===== src/pkg/atfb_pkg.sv =====
package atfb_pkg;

    // Descriptor command codes and field values.
    localparam logic [3:0]  OP_FINAL      = 4'h1;
    localparam logic [2:0]  FMT_BUFFER    = 3'h0;
    localparam logic [1:0]  RPT_ALWAYS    = 2'b11;
    localparam logic [1:0]  RPT_FAIL      = 2'b01;
    localparam logic [1:0]  RPT_NEVER     = 2'b00;
    localparam logic [3:0]  ACK_COMPLETE  = 4'h1;
    localparam logic [3:0]  ACK_PENDING   = 4'h2;
    localparam logic [3:0]  NEXT_NONE     = 4'h0;
    localparam logic [3:0]  NEXT_MIN      = 4'h2;
    localparam logic [3:0]  NEXT_MAX      = 4'h8;

    // Field positions in the descriptor quadlets.
    localparam int OP_LSB     = 28;
    localparam int UPD_BIT    = 27;
    localparam int FMT_LSB    = 24;
    localparam int RPT_LSB    = 20;
    localparam int LEN_LSB    = 0;
    localparam int PTR_LSB    = 4;
    localparam int CNT_LSB    = 0;
    localparam int CMPL_LSB   = 16;
    localparam int MARK_LSB   = 0;
    localparam int SEC_BITS   = 3;

    // Quadlet indices and byte offsets inside a descriptor.
    localparam logic [1:0]  W_HDR         = 2'h0;
    localparam logic [1:0]  W_BUF         = 2'h1;
    localparam logic [1:0]  W_LINK        = 2'h2;
    localparam logic [1:0]  W_STAT        = 2'h3;
    localparam logic [31:0] HDR_OFS       = 32'h0000_0000;
    localparam logic [31:0] STAT_OFS      = 32'h0000_000C;
    localparam logic [31:0] WORD_BYTES    = 32'h0000_0004;

    // Register offsets, bit positions and reset values.
    localparam logic [4:0]  REG_CTRL      = 5'h00;
    localparam logic [4:0]  REG_PTR       = 5'h04;
    localparam logic [4:0]  REG_CHAN      = 5'h08;
    localparam logic [4:0]  REG_STATUS    = 5'h0C;
    localparam logic [4:0]  REG_DONE      = 5'h10;
    localparam int CTRL_RUN    = 0;
    localparam int CTRL_START  = 1;
    localparam int ST_BUSY     = 0;
    localparam int ST_ERR      = 1;
    localparam int ST_END      = 2;
    localparam int ST_ACK_LSB  = 4;
    localparam int ST_NEXT_LSB = 8;
    localparam logic        RUN_RST       = 1'b0;
    localparam logic [31:0] PTR_RST       = 32'h0000_0000;
    localparam logic [15:0] CHAN_RST      = 16'h0000;

    typedef enum logic [3:0] {
        S_IDLE, S_FETCH, S_CHECK, S_DATA, S_CLOSE, S_WAIT_ACK,
        S_WB_STAT, S_WB_RES, S_REPORT, S_NEXT
    } atfb_state_t;

endpackage : atfb_pkg


===== src/core/atfb_unpack.sv =====
module atfb_unpack (
    // Clock and reset.
    input  wire logic        i_clock,
    input  wire logic        i_rst_n,
    // Word load.
    input  wire logic        i_load,
    input  wire logic [31:0] i_word,
    input  wire logic [1:0]  i_skip,
    input  wire logic [2:0]  i_count,
    // Byte stream.
    input  wire logic        i_ready,
    output logic             o_valid,
    output logic      [7:0]  o_byte,
    output logic             o_busy
);

    logic [31:0] word;
    logic [1:0]  idx;
    logic [2:0]  left;

    // Bytes leave lowest address first; a load is only made while idle.
    always_ff @(posedge i_clock or negedge i_rst_n) begin
        if (!i_rst_n) begin
            word    <= 32'h0000_0000;
            idx     <= 2'h0;
            left    <= 3'h0;
            o_valid <= 1'b0;
            o_byte  <= 8'h00;
        end else if (i_load) begin
            word <= i_word;
            idx  <= i_skip;
            left <= i_count;
        end else if (left != 3'h0 && (!o_valid || i_ready)) begin
            o_valid <= 1'b1;
            o_byte  <= word[{idx, 3'h0} +: 8];
            idx     <= idx + 2'h1;
            left    <= left - 3'h1;
        end else if (i_ready) begin
            o_valid <= 1'b0;
        end
    end

    assign o_busy = (left != 3'h0) || o_valid;

endmodule : atfb_unpack


===== src/core/atfb_core.sv =====
//Contract
// [RULE1] Opcode field is four bits; value 4'h1 is the final buffer command.
// [RULE2] Format field is three bits and holds zero: payload in separate buffer.
// [RULE3] Update flag set writes back completion word and residual; clear leaves them.
// [RULE4] Report mode 2'b11 interrupts on every completion.
// [RULE5] Report mode 2'b01 interrupts unless ack was complete or pending.
// [RULE6] Report mode 2'b00 never interrupts on completion.
// [RULE7] Software never programs report mode 2'b10.
// [RULE8] Software always programs flow control field to 2'b11.
// [RULE9] Exactly byte_request_len bytes from buffer_pointer go into the FIFO.
// [RULE10] buffer_pointer is a 32-bit host address of the transmit data.
// [RULE11] Next pointer holds upper 28 bits; low four address bits are zero.
// [RULE12] Software gives a valid next pointer whenever next count is nonzero.
// [RULE13] Next count gives the 16-byte blocks of the next packet, fetched together.
// [RULE14] Next count zero ends the list; otherwise only 2 through 8 are legal.
// [RULE15] Immediate descriptors count as two blocks, others as one.
// [RULE16] Completion word receives channel_control_word bits 15 to 0.
// [RULE17] cycle_mark is three low second bits then thirteen cycle number bits.
// [RULE18] Request packets with update flag get their transmission time in cycle_mark.
// [RULE19] Response packets leave cycle_mark of this descriptor unused.
// [RULE20] Bytes moved by this command end and close the current packet.
// [RULE21] Bytes are read from host memory into the transmit FIFO.
// [RULE22] The descriptor is 16 bytes and starts on a 16-byte boundary.
// [RULE23] Nonzero next count fetches the next blocks; zero stops the list.
//
// Local design decisions: strobed register access and the address map.
module atfb_core #(
    parameter int DONE_W = 16
) (
    // Clock and reset.
    input  wire logic        i_clock,
    input  wire logic        i_rst_b,
    // Register port.
    input  wire logic [4:0]  i_reg_addr,
    input  wire logic [31:0] i_reg_wdata,
    input  wire logic        i_reg_wr,
    input  wire logic        i_reg_rd,
    output logic      [31:0] o_reg_rdata,
    // Host memory master.
    output logic             o_mem_req,
    output logic             o_mem_we,
    output logic      [31:0] o_mem_addr,
    output logic      [31:0] o_mem_wdata,
    input  wire logic        i_mem_gnt,
    input  wire logic        i_mem_rvalid,
    input  wire logic [31:0] i_mem_rdata,
    // Transmit FIFO.
    output logic             o_tx_valid,
    output logic      [7:0]  o_tx_byte,
    output logic             o_tx_close,
    input  wire logic        i_tx_ready,
    // Link status.
    input  wire logic        i_ack_valid,
    input  wire logic [3:0]  i_ack_code,
    input  wire logic        i_response,
    input  wire logic [6:0]  i_cycle_seconds,
    input  wire logic [12:0] i_cycle_number,
    // Completion events and next descriptor block.
    output logic             o_cmpl_irq,
    output logic             o_list_end,
    output logic             o_blk_valid,
    output logic      [31:0] o_blk_word
);

    if (DONE_W < 1 || DONE_W > 32) begin : g_bad_width
        $error("DONE_W must lie between 1 and 32.");
    end

    logic                 rst_q1;
    logic                 rst_n;
    atfb_pkg::atfb_state_t state;
    logic [31:0]          desc_q [4];
    logic                 run;
    logic                 start_req;
    logic [15:0]          chan_ctrl;
    logic [31:0]          desc_ptr;
    logic [31:0]          data_addr;
    logic [16:0]          remain;
    logic                 first;
    logic                 rd_wait;
    logic [5:0]           wcnt;
    logic [3:0]           blocks;
    logic [3:0]           ack_q;
    logic                 resp_q;
    logic [15:0]          stamp;
    logic                 err;
    logic                 end_seen;
    logic [DONE_W-1:0]    done_cnt;
    logic                 unp_busy;
    logic                 unp_load;
    logic [1:0]           unp_skip;
    logic [2:0]           unp_avail;
    logic [2:0]           unp_take;
    logic                 irq_due;
    logic                 count_ok;
    logic                 can_issue;

    // Descriptor fields.
    logic [3:0]  op;
    logic        upd;
    logic [2:0]  fmt;
    logic [1:0]  rpt;
    logic [15:0] req_len;
    logic [31:0] buf_ptr;
    logic [27:0] next_ptr;
    logic [3:0]  nxt_cnt;

    // Reset is released through two flip-flops.
    always_ff @(posedge i_clock or negedge i_rst_b) begin
        if (!i_rst_b) begin
            rst_q1 <= 1'b0;
            rst_n  <= 1'b0;
        end else begin
            rst_q1 <= 1'b1;
            rst_n  <= rst_q1;
        end
    end

    assign op       = desc_q[atfb_pkg::W_HDR][atfb_pkg::OP_LSB +: 4]; // [RULE1]
    assign upd      = desc_q[atfb_pkg::W_HDR][atfb_pkg::UPD_BIT];
    assign fmt      = desc_q[atfb_pkg::W_HDR][atfb_pkg::FMT_LSB +: 3]; // [RULE2]
    assign rpt      = desc_q[atfb_pkg::W_HDR][atfb_pkg::RPT_LSB +: 2];
    assign req_len  = desc_q[atfb_pkg::W_HDR][atfb_pkg::LEN_LSB +: 16];
    assign buf_ptr  = desc_q[atfb_pkg::W_BUF]; // [RULE10]
    assign next_ptr = desc_q[atfb_pkg::W_LINK][atfb_pkg::PTR_LSB +: 28];
    assign nxt_cnt  = desc_q[atfb_pkg::W_LINK][atfb_pkg::CNT_LSB +: 4];

    // Zero ends the list; software has already counted immediate ones twice.
    assign count_ok = (nxt_cnt == atfb_pkg::NEXT_NONE) || // [RULE14]
                      (nxt_cnt >= atfb_pkg::NEXT_MIN && nxt_cnt <= atfb_pkg::NEXT_MAX); // [RULE15]

    always_comb begin
        case (rpt)
            atfb_pkg::RPT_ALWAYS: irq_due = 1'b1; // [RULE4]
            atfb_pkg::RPT_FAIL:   irq_due = ack_q != atfb_pkg::ACK_COMPLETE &&
                                            ack_q != atfb_pkg::ACK_PENDING; // [RULE5]
            default:              irq_due = 1'b0; // [RULE6]
        endcase
    end

    // First word skips the unaligned start; each word carries at most the remainder.
    assign unp_skip  = first ? buf_ptr[1:0] : 2'h0;
    assign unp_avail = 3'h4 - {1'b0, unp_skip};
    assign unp_take  = (remain < {14'h0, unp_avail}) ? remain[2:0] : unp_avail; // [RULE9]
    assign unp_load  = (state == atfb_pkg::S_DATA) && i_mem_rvalid;
    assign can_issue = !o_mem_req && !rd_wait;

    atfb_unpack u_unpack (
        .i_clock (i_clock),
        .i_rst_n (rst_n),
        .i_load  (unp_load),
        .i_word  (i_mem_rdata),
        .i_skip  (unp_skip),
        .i_count (unp_take),
        .i_ready (i_tx_ready),
        .o_valid (o_tx_valid),
        .o_byte  (o_tx_byte),
        .o_busy  (unp_busy)
    );

    // Control register and channel control word.
    always_ff @(posedge i_clock or negedge rst_n) begin
        if (!rst_n) begin
            run       <= atfb_pkg::RUN_RST;
            start_req <= 1'b0;
            chan_ctrl <= atfb_pkg::CHAN_RST;
        end else begin
            start_req <= 1'b0;
            if (i_reg_wr && i_reg_addr == atfb_pkg::REG_CTRL) begin
                run       <= i_reg_wdata[atfb_pkg::CTRL_RUN];
                start_req <= i_reg_wdata[atfb_pkg::CTRL_START];
            end
            if (i_reg_wr && i_reg_addr == atfb_pkg::REG_CHAN) begin
                chan_ctrl <= i_reg_wdata[15:0];
            end
        end
    end

    // Register read data, valid in the cycle after the read strobe.
    always_ff @(posedge i_clock or negedge rst_n) begin
        if (!rst_n) begin
            o_reg_rdata <= 32'h0000_0000;
        end else begin
            o_reg_rdata <= 32'h0000_0000;
            if (i_reg_rd) begin
                case (i_reg_addr)
                    atfb_pkg::REG_CTRL: o_reg_rdata[atfb_pkg::CTRL_RUN] <= run;
                    atfb_pkg::REG_PTR:  o_reg_rdata <= desc_ptr;
                    atfb_pkg::REG_CHAN: o_reg_rdata[15:0] <= chan_ctrl;
                    atfb_pkg::REG_STATUS: begin
                        o_reg_rdata[atfb_pkg::ST_BUSY] <= state != atfb_pkg::S_IDLE;
                        o_reg_rdata[atfb_pkg::ST_ERR] <= err;
                        o_reg_rdata[atfb_pkg::ST_END] <= end_seen;
                        o_reg_rdata[atfb_pkg::ST_ACK_LSB +: 4] <= ack_q;
                        o_reg_rdata[atfb_pkg::ST_NEXT_LSB +: 4] <= blocks;
                    end
                    atfb_pkg::REG_DONE: o_reg_rdata[DONE_W-1:0] <= done_cnt;
                    default: o_reg_rdata <= 32'h0000_0000;
                endcase
            end
        end
    end

    // Descriptor quadlets as they arrive.
    always_ff @(posedge i_clock) begin
        if (state == atfb_pkg::S_FETCH && i_mem_rvalid) begin
            desc_q[wcnt[1:0]] <= i_mem_rdata;
        end
    end

    // Descriptor sequencer and host memory master.
    always_ff @(posedge i_clock or negedge rst_n) begin
        if (!rst_n) begin
            state       <= atfb_pkg::S_IDLE;
            o_mem_req   <= 1'b0;
            o_mem_we    <= 1'b0;
            o_mem_addr  <= 32'h0000_0000;
            o_mem_wdata <= 32'h0000_0000;
            o_tx_close  <= 1'b0;
            o_cmpl_irq  <= 1'b0;
            o_list_end  <= 1'b0;
            o_blk_valid <= 1'b0;
            o_blk_word  <= 32'h0000_0000;
            rd_wait     <= 1'b0;
            wcnt        <= 6'h00;
            desc_ptr    <= atfb_pkg::PTR_RST;
            data_addr   <= 32'h0000_0000;
            remain      <= 17'h0_0000;
            first       <= 1'b0;
            blocks      <= 4'h0;
            ack_q       <= 4'h0;
            resp_q      <= 1'b0;
            stamp       <= 16'h0000;
            err         <= 1'b0;
            end_seen    <= 1'b0;
            done_cnt    <= '0;
        end else begin
            o_tx_close  <= 1'b0;
            o_cmpl_irq  <= 1'b0;
            o_list_end  <= 1'b0;
            o_blk_valid <= 1'b0;
            if (o_mem_req && i_mem_gnt) begin
                o_mem_req <= 1'b0;
                rd_wait   <= !o_mem_we;
            end
            if (i_mem_rvalid) begin
                rd_wait <= 1'b0;
            end
            case (state)
                atfb_pkg::S_IDLE: begin
                    if (i_reg_wr && i_reg_addr == atfb_pkg::REG_PTR) begin
                        desc_ptr <= {i_reg_wdata[31:4], 4'h0}; // [RULE22]
                    end
                    if (start_req && run) begin
                        err      <= 1'b0;
                        end_seen <= 1'b0;
                        wcnt     <= 6'h00;
                        state    <= atfb_pkg::S_FETCH;
                    end
                end
                atfb_pkg::S_FETCH: begin
                    if (can_issue) begin
                        o_mem_req  <= 1'b1;
                        o_mem_we   <= 1'b0;
                        o_mem_addr <= desc_ptr + {24'h00_0000, wcnt, 2'b00}; // [RULE22]
                    end
                    if (i_mem_rvalid) begin
                        wcnt <= wcnt + 6'h01;
                        if (wcnt[1:0] == atfb_pkg::W_STAT) begin
                            state <= atfb_pkg::S_CHECK;
                        end
                    end
                end
                atfb_pkg::S_CHECK: begin
                    if (op != atfb_pkg::OP_FINAL || fmt != atfb_pkg::FMT_BUFFER || !count_ok) begin
                        err   <= 1'b1; // [RULE1] [RULE2] [RULE14]
                        state <= atfb_pkg::S_IDLE;
                    end else begin
                        data_addr <= {buf_ptr[31:2], 2'b00}; // [RULE10]
                        remain    <= {1'b0, req_len};
                        first     <= 1'b1;
                        state     <= atfb_pkg::S_DATA;
                    end
                end
                atfb_pkg::S_DATA: begin
                    if (remain == 17'h0_0000) begin
                        state <= atfb_pkg::S_CLOSE;
                    end else if (can_issue && !unp_busy) begin
                        o_mem_req  <= 1'b1; // [RULE21]
                        o_mem_we   <= 1'b0;
                        o_mem_addr <= data_addr;
                    end
                    if (i_mem_rvalid) begin
                        remain    <= remain - {14'h0000, unp_take}; // [RULE9]
                        data_addr <= data_addr + atfb_pkg::WORD_BYTES;
                        first     <= 1'b0;
                    end
                end
                atfb_pkg::S_CLOSE: begin
                    if (!unp_busy) begin
                        o_tx_close <= 1'b1; // [RULE20]
                        state      <= atfb_pkg::S_WAIT_ACK;
                    end
                end
                atfb_pkg::S_WAIT_ACK: begin
                    if (i_ack_valid) begin
                        ack_q  <= i_ack_code;
                        resp_q <= i_response;
                        stamp  <= {i_cycle_seconds[atfb_pkg::SEC_BITS-1:0], // [RULE17]
                                   i_cycle_number};
                        state  <= upd ? atfb_pkg::S_WB_STAT : atfb_pkg::S_REPORT; // [RULE3]
                    end
                end
                atfb_pkg::S_WB_STAT: begin
                    if (!o_mem_req) begin
                        o_mem_req   <= 1'b1;
                        o_mem_we    <= 1'b1;
                        o_mem_addr  <= desc_ptr + atfb_pkg::STAT_OFS;
                        o_mem_wdata <= {chan_ctrl, resp_q ? // [RULE16] [RULE19]
                                        desc_q[atfb_pkg::W_STAT][15:0] : stamp}; // [RULE18]
                    end else if (i_mem_gnt) begin
                        state <= atfb_pkg::S_WB_RES;
                    end
                end
                atfb_pkg::S_WB_RES: begin
                    if (!o_mem_req) begin
                        o_mem_req   <= 1'b1; // [RULE3]
                        o_mem_we    <= 1'b1;
                        o_mem_addr  <= desc_ptr + atfb_pkg::HDR_OFS;
                        o_mem_wdata <= {desc_q[atfb_pkg::W_HDR][31:16], remain[15:0]};
                    end else if (i_mem_gnt) begin
                        state <= atfb_pkg::S_REPORT;
                    end
                end
                atfb_pkg::S_REPORT: begin
                    o_cmpl_irq <= irq_due;
                    done_cnt   <= done_cnt + 1'b1;
                    if (nxt_cnt == atfb_pkg::NEXT_NONE) begin
                        o_list_end <= 1'b1; // [RULE23]
                        end_seen   <= 1'b1;
                        state      <= atfb_pkg::S_IDLE;
                    end else begin
                        desc_ptr <= {next_ptr, 4'h0}; // [RULE11]
                        blocks   <= nxt_cnt; // [RULE13]
                        wcnt     <= 6'h00;
                        state    <= atfb_pkg::S_NEXT;
                    end
                end
                atfb_pkg::S_NEXT: begin
                    if (can_issue) begin
                        o_mem_req  <= 1'b1;
                        o_mem_we   <= 1'b0;
                        o_mem_addr <= desc_ptr + {24'h00_0000, wcnt, 2'b00}; // [RULE13]
                    end
                    if (i_mem_rvalid) begin
                        o_blk_valid <= 1'b1;
                        o_blk_word  <= i_mem_rdata;
                        wcnt        <= wcnt + 6'h01;
                        if (wcnt == {blocks - 4'h1, 2'b11}) begin
                            state <= atfb_pkg::S_IDLE;
                        end
                    end
                end
                default: state <= atfb_pkg::S_IDLE;
            endcase
        end
    end

    // Checks.
    logic [16:0] sent;

    always_ff @(posedge i_clock or negedge rst_n) begin
        if (!rst_n) begin
            sent <= 17'h0_0000;
        end else if (state == atfb_pkg::S_CHECK) begin
            sent <= 17'h0_0000;
        end else if (o_tx_valid && i_tx_ready) begin
            sent <= sent + 17'h0_0001;
        end
    end
endmodule : atfb_core


===== config.mk =====
export PLATFORM = sky130hd
export DESIGN_NAME = atfb_core
export DESIGN_NICKNAME = d
export VERILOG_FILES = /design/src/pkg/atfb_pkg.sv /design/src/core/atfb_unpack.sv /design/src/core/atfb_core.sv
export SDC_FILE = /design/constraint.sdc
export NUM_CORES = 1
export LEC_CHECK = 0
export BUFFER_PORTS_ARGS = -buffer_cell sky130_fd_sc_hd__buf_2
export CORE_MARGIN = 4
export CORE_UTILIZATION = 41
export CTS_BUF_LIST = sky130_fd_sc_hd__clkbuf_8 sky130_fd_sc_hd__clkbuf_16
export DETAILED_ROUTE_END_ITERATION = 6
export GPL_TIMING_DRIVEN = 0
export PLACE_DENSITY = 0.59
export SYNTH_ARGS = -nofsm -noshare
export SYNTH_HDL_FRONTEND = slang
export SYNTH_SLANG_ARGS = --single-unit
export TNS_END_PERCENT = 100

===== constraint.sdc =====
create_clock -name i_clock -period 13.94 [get_ports i_clock]
set_input_delay 0.697 -clock i_clock [delete_from_list [all_inputs] [get_ports i_clock]]
set_output_delay 0.697 -clock i_clock [all_outputs]
set_load 0.02 [all_outputs]

* Word-level counts from Yosys, hierarchy flattened
Memories as Yosys holds them, arrays and structs flattened.
Index checks and enable logic that the tools add are counted.
** Word-level totals
- Bits in registers :: 336
- Memory bits (writable) :: 128
- Input port bits :: 102
- Output and inout bits :: 143
- Logic and storage cells :: 238
- Memories kept :: 1
** Memory list
- desc_q :: depth 4, bits a word 32, read ports 4, clocked after memory_dff 0, write ports 1, line atfb_core.sv:72 : logic [31:0] desc_q [4];
** Operators by class
- Add/subtract/negate cells :: 10
- $lt $le $gt $ge :: 3
- Equal/unequal tests :: 45
- Shifts and indexed selects :: 1
- Muxes and demuxes :: 86
- Bitwise gates (word level) :: 2
- Reduce and logical (&&, ||, !) cells :: 56
** Operators with widths (number)
- $mux W32 :: 12
- $pmux W32 S2 :: 3
- $pmux W32 S4 :: 1
- $mux W4 :: 14
- $ne A2 B2 Y1 const B :: 20
- $pmux W4 S10 :: 1
- $mux W17 :: 2
- $pmux W17 S2 :: 1
- $add A32 B3 Y32 const B :: 1
- $add A32 B4 Y32 const B :: 1
- $add A32 B8 Y32 :: 1
- $mux W16 :: 2
- $pmux W8 S4 :: 1
- $shiftx A32 B6 Y8 :: 1
- $mux W1 :: 28
- $mux W6 :: 3
- $pmux W6 S3 :: 1
- $logic_not A17 Y1 :: 1
- $lt A17 B3 Y1 :: 1
- $sub A17 B3 Y17 :: 1
- $add A16 B1 Y16 const B :: 1
- $eq A4 B3 Y1 const B :: 4
- $reduce_and A3 Y1 :: 5
- $reduce_bool A2 Y1 :: 7
- 40 further kinds :: 90

* Longest topological paths before layout
Gate-level depths: netlist (run 1).
An unclocked memory read counts as a cell.
- Word-level depth :: 8
- Gate-level depth with buffers :: 15
- Gate-level depth less buffers :: 15

* Cells and area by module
Synthesis (run 1) repeated with hierarchy kept, for this count alone.
** Unflattened totals
- Cells, all modules :: 1715
- Area, all modules :: 20116.8 µm²
** Modules (own cells, without submodules)
- atfb_core :: instances 1, cells each 1578, area each 18077.3 µm², sequential area each 10420.0 µm²
- atfb_unpack :: instances 1, cells each 137, area each 2039.5 µm², sequential area each 1151.1 µm²

* Least setup slack after synthesis (run 1)
OpenSTA, ideal clock, no wires.
- Kind :: reg2reg
- Start :: memory desc_q[1][1]
- End :: register remain[12]
- Setup time :: 0.077 ns
- Arrival time :: 3.431 ns
- Data required time :: 13.863 ns
- Setup slack :: 10.432 ns
- Stages on the path, launching flop included :: 16
- Path buffers :: 0
- Clock period less this slack :: 3.508 ns
- Cells stage by stage :: edfxtp_1 > xor2_1 > nand2_1 > ha_1 > a21o_1 > a2111o_1 > mux2_2 > ha_1 > inv_1 > fa_1 > a211oi_1 > nand2_1 > nor3_1 > o21ai_1 > nor2b_1 > a21oi_1
** RTL lines
- from (decl) :: line atfb_core.sv:72
- to (signal assigned) :: line atfb_core.sv:280 : remain <= {1'b0, req_len};
- to (signal assigned) :: line atfb_core.sv:294 : remain <= remain - {14'h0000, unp_take};
- to (decl) :: line atfb_core.sv:78 : logic [16:0] remain;

==> results.md, run 1 <==
- The run finished with clean final reports.
- The internal portion of the total power is 3.09 mW.
- The post-route standard cell area excluding fillers is between 20000 and 25000 um2.
- For this design the total switching power over the nets is between 1.5 and 2 mW.
- The setup slack after layout is just under 10 ns.
- TritonCTS built the clock tree.
- The largest individual stage delay along the critical path comes from the cell sky130_fd_sc_hd__a211oi_1.
- The final route contains about 16000 vias.
- In this run the number of H-tree levels came out at 2.
- The clock arrives with about 0.019 ns of skew.
- The xor-xnor portion of the synthesized cell area is under 10%.
- After detailed routing, no signal wire sits above met4.
- The pre-antenna-repair detailed-routing pass consisted of 6 iterations.
- The floorplan step defined a die boundary enclosing 51100 um2.
- The most used flip-flop cell after synthesis is sky130_fd_sc_hd__dfrtp_1.
- Summing the areas of all and, or, nand and nor instances in the mapped netlist gives ~14% of the synthesized area.
- The final hold violation count is 0.
- The cell at the root of the clock tree is sky130_fd_sc_hd__clkbuf_16.
- The worst setup slack after placement is between 9 and 10 ns.
- In the synthesized netlist the async set-or-reset flop fraction comes to about 75%.
- The origin of the worst setup path is desc_q[1][1].
- The number of synthesized flops with an enable pin is between 100 and 150.
- After detailed placement, the total cell area comes to roughly 22000 um2.
- The count of placed standard cells including taps is 2611.
- The number of clock buffers added by TritonCTS is ~50.
- The detail-routed net length per standard cell is approximately 25 um.
- The count of buffers from port buffering is roughly 240.
- At the worst endpoint, the required time is between 10 and 15 ns.
- The clock latency of the later-clocked register in the worst-skew pair is 0.59 ns.
- The arrival time of data at the critical path endpoint is 4.61 ns.
- The path class of the tightest hold or removal check is primary input to flop.
- The final-report setup violation count is 0.
- The critical path goes through xor2_1 > nand2_1 > ha_1 > a21o_1 > a2111o_1 > mux2_2 > ha_1 > inv_1 > fa_1 > a211oi_1 > nand2_1 > nor3_1 > nand3_1 > o21ai_0 > a21oi_1.
- Ranked by instance count, the synthesized netlist is headed by 328 x sky130_fd_sc_hd__dfrtp_1, 230 x sky130_fd_sc_hd__nand2_1, 150 x sky130_fd_sc_hd__nor2_1.
- Of all nets on the critical path, the largest fanout is 5.
- The antenna diode instance count is 0.
- Relative to the synthesized area, the layout overhead comes to 18.7%.
- A synthesized cell averages 11.1 um2.
- The residual DRC count is 0.
- The compound-cell area share of the yosys netlist is roughly 13%.
- The dominant combinational cell family by area after synthesis is simple AND/OR/NAND/NOR gates.
- Summed over all nets, the half-perimeter wirelength after detailed placement is 49.1 mm.
- The worst register-to-register path has a depth of 15.
- The number of setup buffers added after CTS is 0.
- The largest total area in the synthesized netlist belongs to sky130_fd_sc_hd__dfrtp_1.
- The die height is 226 um.
- The fraction of final layout cells sized beyond drive strength 1 is between 20% and 30%.
- The total length of routed met2 wires is around 30 mm.
- The clock network burns about a quarter of the power.
- For this configuration, the core starts out at a cell density of 41.7%.
- In the post-synthesis netlist, the cell with the most instances is sky130_fd_sc_hd__dfrtp_1.
- The post-synth design cell area is between 15000 and 20000 um2.
- The worst setup path is captured at a flop.
- The worst setup path is launched from a flop.
- Summed over its instances, the top area cell type makes up approximately 42% of the synthesized netlist area.
- Timing would allow up to 241 MHz.
- The number of slew-limit violations in the final report came to 0.
- The overall fraction of global-route tracks in use is a little over a quarter.
- The adder-cell area share of the yosys netlist is under 10%.
- The final period demand of the worst path is approximately 4.2 ns.
- The via count of the first global-routing pass was approximately 15000.
- The power density normalized to cell area is 219 nW/um2.
- For this run the aggregate overflow at the end of global routing stands at 0.
- In this run the standard cell core region covers about 47000 um2.
- The initial antenna violation count is 6.
- The routed length on met3 is 5.56 mm.
- On the worst path, the slowest cell contributes a delay of between 0.5 and 0.6 ns.
- Max-cap violations in this run came to 0.
- Combinational cells account for 34.4% of the total power.
- The synthesized design contains 440 register bits.
- In this run, the number of DRC markers left after iteration 0 of detailed routing was between 1500 and 2000.
- Using the TritonRoute via totals, the vias-per-cell ratio works out to between 5 and 6.
- Setup repair after global routing left no endpoint under its margin.
- Of the total power, registers draw between 40% and 50%.
- Power comes to 5.08 mW.
- From left edge to right edge, the die measures roughly 230 um.
- At the pin with the least slew margin, the transition time is 0.967 ns.
- After synthesis, the cell types taking the most area are sky130_fd_sc_hd__dfrtp_1 42%, sky130_fd_sc_hd__edfxtp_1 17%, sky130_fd_sc_hd__mux2_2 4.7%, sky130_fd_sc_hd__nand2_1 4.4%, sky130_fd_sc_hd__a21oi_1 3.6%.
- The detailed router put a total of approximately 29 mm of wire on met1.
- The final critical-path share of the clock period is about 30%.
- The number of non-filler instances in the completed layout is 2703.
- The worst-case IR drop observed on VDD is between 0.1 and 0.15 mV.
- In this run the register-to-register setup slack is slightly below 10 ns.
- The launch instance of the worst register-to-register path is desc_q[1][1].
- After detailed routing, the total wire length is slightly below 70 mm.
- Once detail routing completed, the nets flagged for antenna violations numbered 0.
- Once layout is complete, the utilization of the core stands at 49.5%.
- Entering global routing, the biggest net connects 74 pins.
- The count of synthesis-stage warnings from yosys is 0.
- In this run the critical register-to-register path is captured at remain[12].
- The clock passes through at most 3 buffers.
- The classification of the worst setup path is flop to flop.
- Clock tree synthesis found a total of between 400 and 500 sinks.
- The share of synthesized area occupied by flip-flops and latches is roughly three fifths.
- The number of rows in the core area is 79.
- The most critical setup path has its endpoint at remain[12].
- The routability congestion estimate is just over 0.9.
- After clock tree synthesis, the clock-pin slew on the worst setup and hold paths is 0.06 ns.
- The global-route wire length before repair is slightly below 100 mm.
- The worst slew margin relative to its limit is 35.0%.
- The net count of the finished layout is ~2200.
- The number of top-level pins is 245.
- The share of synthesized area spent on multiplexers is 7.96%.
- The cell count after synthesis is about 1800.
- The number of unique standard cell types used by synthesis is 75.
- The switching portion of total power is 39.1%.
- The leakage power is ~10 nW.
[power by group through the flow]
stage                     combinational (mW)  clock [mW]  sequential [mW]
after global placement                  1.67           0             2.10
final                                   1.75        1.25             2.08
after detailed placement                1.72           0             2.09
after CTS                               1.73        1.27             2.07
after floorplan                         1.05           0             2.11
after global routing                    1.91        1.32             2.12
[worst min path at each step]
stage | startpoint | to | slack [ns] | cells past startpoint
global route | i_ack_code[3] | ack_q[3] | 0.33 | 2
global placement | rst_q1 | rst_n | 0.34 | 0
floorplan | rst_q1 | rst_n | 0.33 | 0
CTS | i_ack_code[0] | ack_q[0] | 0.31 | 2
finish | i_ack_code[3] | ack_q[3] | 0.34 | 2
detailed placement | rst_q1 | rst_n | 0.35 | 0
[cells in the final DEF, fill, tap and decap left out, types with 20 or more instances in the layout]
| cell type | instances |
|---|---|
| sky130_fd_sc_hd__a31oi_1 | 32 |
| sky130_fd_sc_hd__inv_1 | 48 |
| sky130_fd_sc_hd__clkbuf_16 | 49 |
| sky130_fd_sc_hd__clkbuf_1 | 62 |
| sky130_fd_sc_hd__o21ai_0 | 104 |
| sky130_fd_sc_hd__a21oi_1 | 139 |
| sky130_fd_sc_hd__a22oi_1 | 20 |
| sky130_fd_sc_hd__mux2i_1 | 46 |
| sky130_fd_sc_hd__buf_2 | 262 |
| sky130_fd_sc_hd__xnor2_1 | 32 |
| sky130_fd_sc_hd__mux2_2 | 81 |
| sky130_fd_sc_hd__dfrtp_1 | 327 |
| sky130_fd_sc_hd__nor2_1 | 150 |
| sky130_fd_sc_hd__nand3_1 | 40 |
| sky130_fd_sc_hd__and3_1 | 33 |
| sky130_fd_sc_hd__edfxtp_1 | 112 |
| sky130_fd_sc_hd__o22ai_1 | 25 |
| sky130_fd_sc_hd__nand4_1 | 22 |
| sky130_fd_sc_hd__nor3_1 | 25 |
| sky130_fd_sc_hd__nand2_1 | 230 |
[flip-flops by register name, summed over array words and instances (netlist names), 2 cells and up]
signal           count
ack_q                4
chan_ctrl           16
done_cnt            16
remain              17
desc_q             112
o_mem_addr          30
o_reg_rdata         32
o_blk_word          32
blocks               4
u_unpack.o_byte      8
wcnt                 6
u_unpack.idx         2
stamp               16
o_mem_wdata         32
u_unpack.word       32
u_unpack.left        3
desc_ptr            28
state                4
data_addr           30
[repair_timing]
item,CTS,global route
endpoints found under the hold margin,2,0
hold buffers,1,0
resized for setup,0,0
setup endpoints to repair,0,0
[layout make-up]
type | instances | area, um2
Buffer | 108 | 465
Tap cell | 607 | 759
Fill cell | 4335 | 23600
Inverter | 24 | 90.1
Clock buffer | 53 | 1280
Multi-Input combinational cell | 1189 | 7390
Timing Repair Buffer | 244 | 1340
Clock inverter | 38 | 262
Sequential cell | 440 | 11600
[logic make-up after synthesis]
family                   count (synthesis)
AND/OR/NAND/NOR                        575
flip-flops                             440
AO/OA/AOI/OAI                          413
multiplexers                           135
buffers and inverters                  132
XOR/XNOR                                43
adder cells (fa/ha/maj)                 20
other                                    2
[worst max-delay path, delay by kind of cell, from the launching register on]
kind	cells	cell delay, ns
buffers and inverters	1	0.06
DFF	1	0.44
muxes	1	0.27
xor gates and xnor gates	1	0.22
adders and majority gates	3	0.84
AOI/OAI and AO/OA	5	1.39
and+or+nand+nor	4	0.80
[routing by layer]
layer,vias to the layer above,global-route usage (%)
met3,145,4.95
li1,6963,-
met5,-,0
met1,7819,36.5
met4,0,11.5
met2,747,40.0
[stage by stage]
step	hold WS [ns]	setup TNS, ns
CTS	0.310	0
finish	0.340	0
detailed placement	0.347	0
global placement	0.337	-21.85
global route	0.330	0
floorplan	0.331	0
Power figures use the tool's default switching activity.
==> run 2: changes to the inputs <==
==> constraint.sdc (replaced) <==
create_clock -name i_clock -period 4.1 [get_ports i_clock]
set_input_delay 0.205 -clock i_clock [delete_from_list [all_inputs] [get_ports i_clock]]
set_output_delay 0.205 -clock i_clock [all_outputs]
set_load 0.02 [all_outputs]
==> run 2 against run 1 <==
Worst setup slack lost 9.5 ns. Sequential power grew to 3.4 times the previous value. Cell count grew 3.1%. Sequential share of layout area shrank 1.8 points. Global-route usage grew 0.24 points. Register-to-register slack lost 9.5 ns. Die area is the same. Design area grew 3.8%. Critical path type unchanged. Largest cell class unchanged.
==> results.md, run 2 (synthesized netlist as in run 1, its figures left out) <==
- The cell at the root of the clock tree is sky130_fd_sc_hd__clkbuf_16.
- The final setup TNS is 0 ns.
- The count of clock tree sinks is between 400 and 500.
- The global-route wire length before repair is slightly above 100 mm.
- The clock passes through at most 3 buffers.
- The final critical-path share of the clock period is between 90% and 100%.
- The die height is around 230 um.
- After detailed routing, the number of remaining DRC violations is 0.
- The total power of the final layout is 17.3 mW.
- From synthesis to final layout, the design area changed by 23.2%.
- Counting cells, the worst reg-to-reg path comes to 13.
- The floorplan step defined a core boundary enclosing 46800 um2.
- Across the VDD grid, the largest voltage drop is around 0.51 mV.
- The clock-pin slew of the registers on the worst-case setup and hold paths is 0.06 ns.
- The power spent charging and discharging nets is 6.75 mW.
- The worst hold path was traced through 3 stages.
- After detailed routing, the average wire length per cell comes to 24.4 um.
- The floorplan die area is 51100 um2.
- The net count of the finished layout is 2260.
- The classification of the worst setup path is flop to flop.
- The final hold violation count came to 0.
- Using the TritonRoute via totals, the vias-per-cell ratio works out to between 5 and 6.
- Measured on the finished design, the core utilization comes to between 50 and 60%.
- For this block, the via count after detailed routing is ~16000.
- The clock network burns 24.1% of the power.
- The top achievable clock speed is 259 MHz.
- With fillers left out, the area of the finished cells amounts to 24000 um2.
- The initial antenna violation count was 1.
- The die outline width is roughly 230 um.
- Row generation in the floorplan step produced 79 rows.
- The final antenna-violating net count is 0.
- The initial cell density of the core is 41.7%.
- Across the run, the number of max-cap violations was 0.
- Along the worst path, the maximum fanout reaches 5.
- The clock tree from TritonCTS is yes.
- The first detailed-routing pass took 6 iterations.
- Between clock sinks in the finished design, the worst skew comes to around 0.023 ns.
- The switching portion of total power is 39.1%.
- The total half-perimeter wirelength after legalization and detailed placement is slightly below 50 mm.
- Per report_power, the sequential group accounts for roughly 40% of the total.
- In the layout the commonest cells are 327 x sky130_fd_sc_hd__dfrtp_1, 262 x sky130_fd_sc_hd__buf_2, 229 x sky130_fd_sc_hd__nand2_1.
- Summed over all cells, the static leakage comes to approximately 11 nW.
- Global routing finished with a remaining overflow of 0.
- The run finished with clean final reports.
- Setup repair after global routing left no endpoint under its margin.
- The most frequent standard cell in the layout excluding fill and tap cells is sky130_fd_sc_hd__dfrtp_1.
- The final period demand of the worst path is slightly below 4 ns.
- Entering global routing, the biggest net connects 72 pins.
- Dividing total power by cell area gives a power density of between 700 and 800 nW/um2.
- Of the cells placed in the final design, the portion with a size suffix greater than 1 is 21.1%.
- After filler insertion, the fill cell instance count of the layout stands at ~4200.
- The internal cell power is 10.5 mW.
- The kind of path behind the tightest hold check is primary input to flop.
- The count of placed standard cells including taps is ~2600.
- At the pin with the least slew margin, the transition time is 1.02 ns.
- Leaving out filler cells and counting taps, the final layout contains about 2800.
- After layout, the worst setup slack is 0.236 ns.
- The category of the worst setup path launch point is a flop.
- The worst setup slack after placement is -0.0548 ns.
- The CTS H-tree depth is 2.
- The required time at the endpoint of the critical path is 4.58 ns.
- The count of buffers from port buffering is between 200 and 250.
- Across all hold checks on the routed design, the worst slack comes to 0.0334 ns.
- The detailed router finished its first iteration with between 1500 and 2000 violations.
- The arrival time of data at the critical path endpoint is roughly 4.3 ns.
- The cell area reported after detailed placement is ~22000 um2.
- The clock latency of the later-clocked register in the worst-skew pair is ~0.60 ns.
- The number of flip-flops in the largest register is between 100 and 150.
- The number of slew-limit violations in the final report is 0.
- The overall fraction of global-route tracks in use is a little over a quarter.
- The congestion estimate from routability-driven global placement came to between 0.9 and 1.
- The worst slew margin relative to its limit is around 32%.
- In this run, CTS created clock tree buffers numbering 48.
- For this block, the routed nets add up to around 70 mm of wire.
- The type of element capturing the critical path is a flop.
- The power share of the combinational group is between 30% and 40%.
- The final-report setup violation count is 0.
- The via count of the first global-routing pass is roughly 16000.
- The number of top-level pins is between 200 and 250.
==> run 2: cell count changes in the layout (fill, tap and decap cells not counted), moves of 2 or more <==
cell / change
sky130_fd_sc_hd__bufinv_16: -3
sky130_fd_sc_hd__clkinvlp_4: -2
sky130_fd_sc_hd__clkbuf_8: +5
sky130_fd_sc_hd__inv_1: -6
sky130_fd_sc_hd__nor3_2: +3
sky130_fd_sc_hd__inv_6: -2
sky130_fd_sc_hd__nor3_1: -3
sky130_fd_sc_hd__diode_2: +2
sky130_fd_sc_hd__clkinv_2: +4
sky130_fd_sc_hd__dlygate4sd3_1: +83
==> run 2: layout make-up <==
cell class / count / area (um2) / share of cell area (%)
Clock buffer: 59 / 1380 / 5.72
Multi-Input combinational cell: 1189 / 7430 / 30.9
Tap cell: 607 / 759 / 3.16
Clock inverter: 30 / 165 / 0.687
Timing Repair Buffer: 327 / 2170 / 9.03
Sequential cell: 440 / 11600 / 48.2
Buffer: 108 / 465 / 1.94
Antenna cell: 2 / 5.00 / 0.0208
Inverter: 24 / 90.1 / 0.375
==> run 2: timing repair <==
item / 4_1_cts / 5_1_grt
gates resized for setup: 2 / 5
setup endpoints to repair: 5 / 5
hold endpoints to repair: 153 / 0
pin swaps: 0 / 0
hold buffers: 84 / 0
setup buffers: 0 / 0
==> run 2: final timing paths <==
path                           startpoint               end  slack, ns
hold reg to reg                     rst_n    o_blk_word[12]       0.23
hold / removal             i_mem_rdata[8]  u_unpack.word[8]       0.03
setup / recovery             desc_q[1][1]        remain[13]       0.24
setup reg to reg             desc_q[1][1]        remain[13]       0.24
max in group asynchronous           rst_n    o_mem_addr[23]       2.85
min in group asynchronous           rst_n    o_blk_word[12]       0.23
==> run 2: power groups by stage <==
stage / clock [mW] / sequential [mW] / combinational (mW)
after floorplan: 0 / 7.16 / 3.57
after global placement: 0 / 7.13 / 5.68
after detailed placement: 0 / 7.11 / 5.85
after CTS: 4.24 / 7.04 / 5.96
after global routing: 4.42 / 7.22 / 6.58
final: 4.16 / 7.08 / 6.01
==> run 2: critical path: stages, from the launching register on <==
cell	delay (ns)
sky130_fd_sc_hd__edfxtp_1	0.43
sky130_fd_sc_hd__xor2_1	0.28
sky130_fd_sc_hd__nand2_1	0.10
sky130_fd_sc_hd__ha_1	0.28
sky130_fd_sc_hd__a21o_1	0.15
sky130_fd_sc_hd__a2111o_1	0.49
sky130_fd_sc_hd__a31oi_2	0.35
sky130_fd_sc_hd__ha_1	0.29
sky130_fd_sc_hd__nor2b_1	0.13
sky130_fd_sc_hd__o21a_1	0.20
sky130_fd_sc_hd__or2_2	0.34
sky130_fd_sc_hd__nor3_2	0.34
sky130_fd_sc_hd__a31oi_1	0.15
sky130_fd_sc_hd__o22a_1	0.21
==> run 2: per-layer routing <==
metal / track usage, % / routed length (um)
met5: 0 / 0
met4: 11.1 / 3110
met3: 4.90 / 5250
met2: 40.5 / 30700
met1: 37.0 / 29000
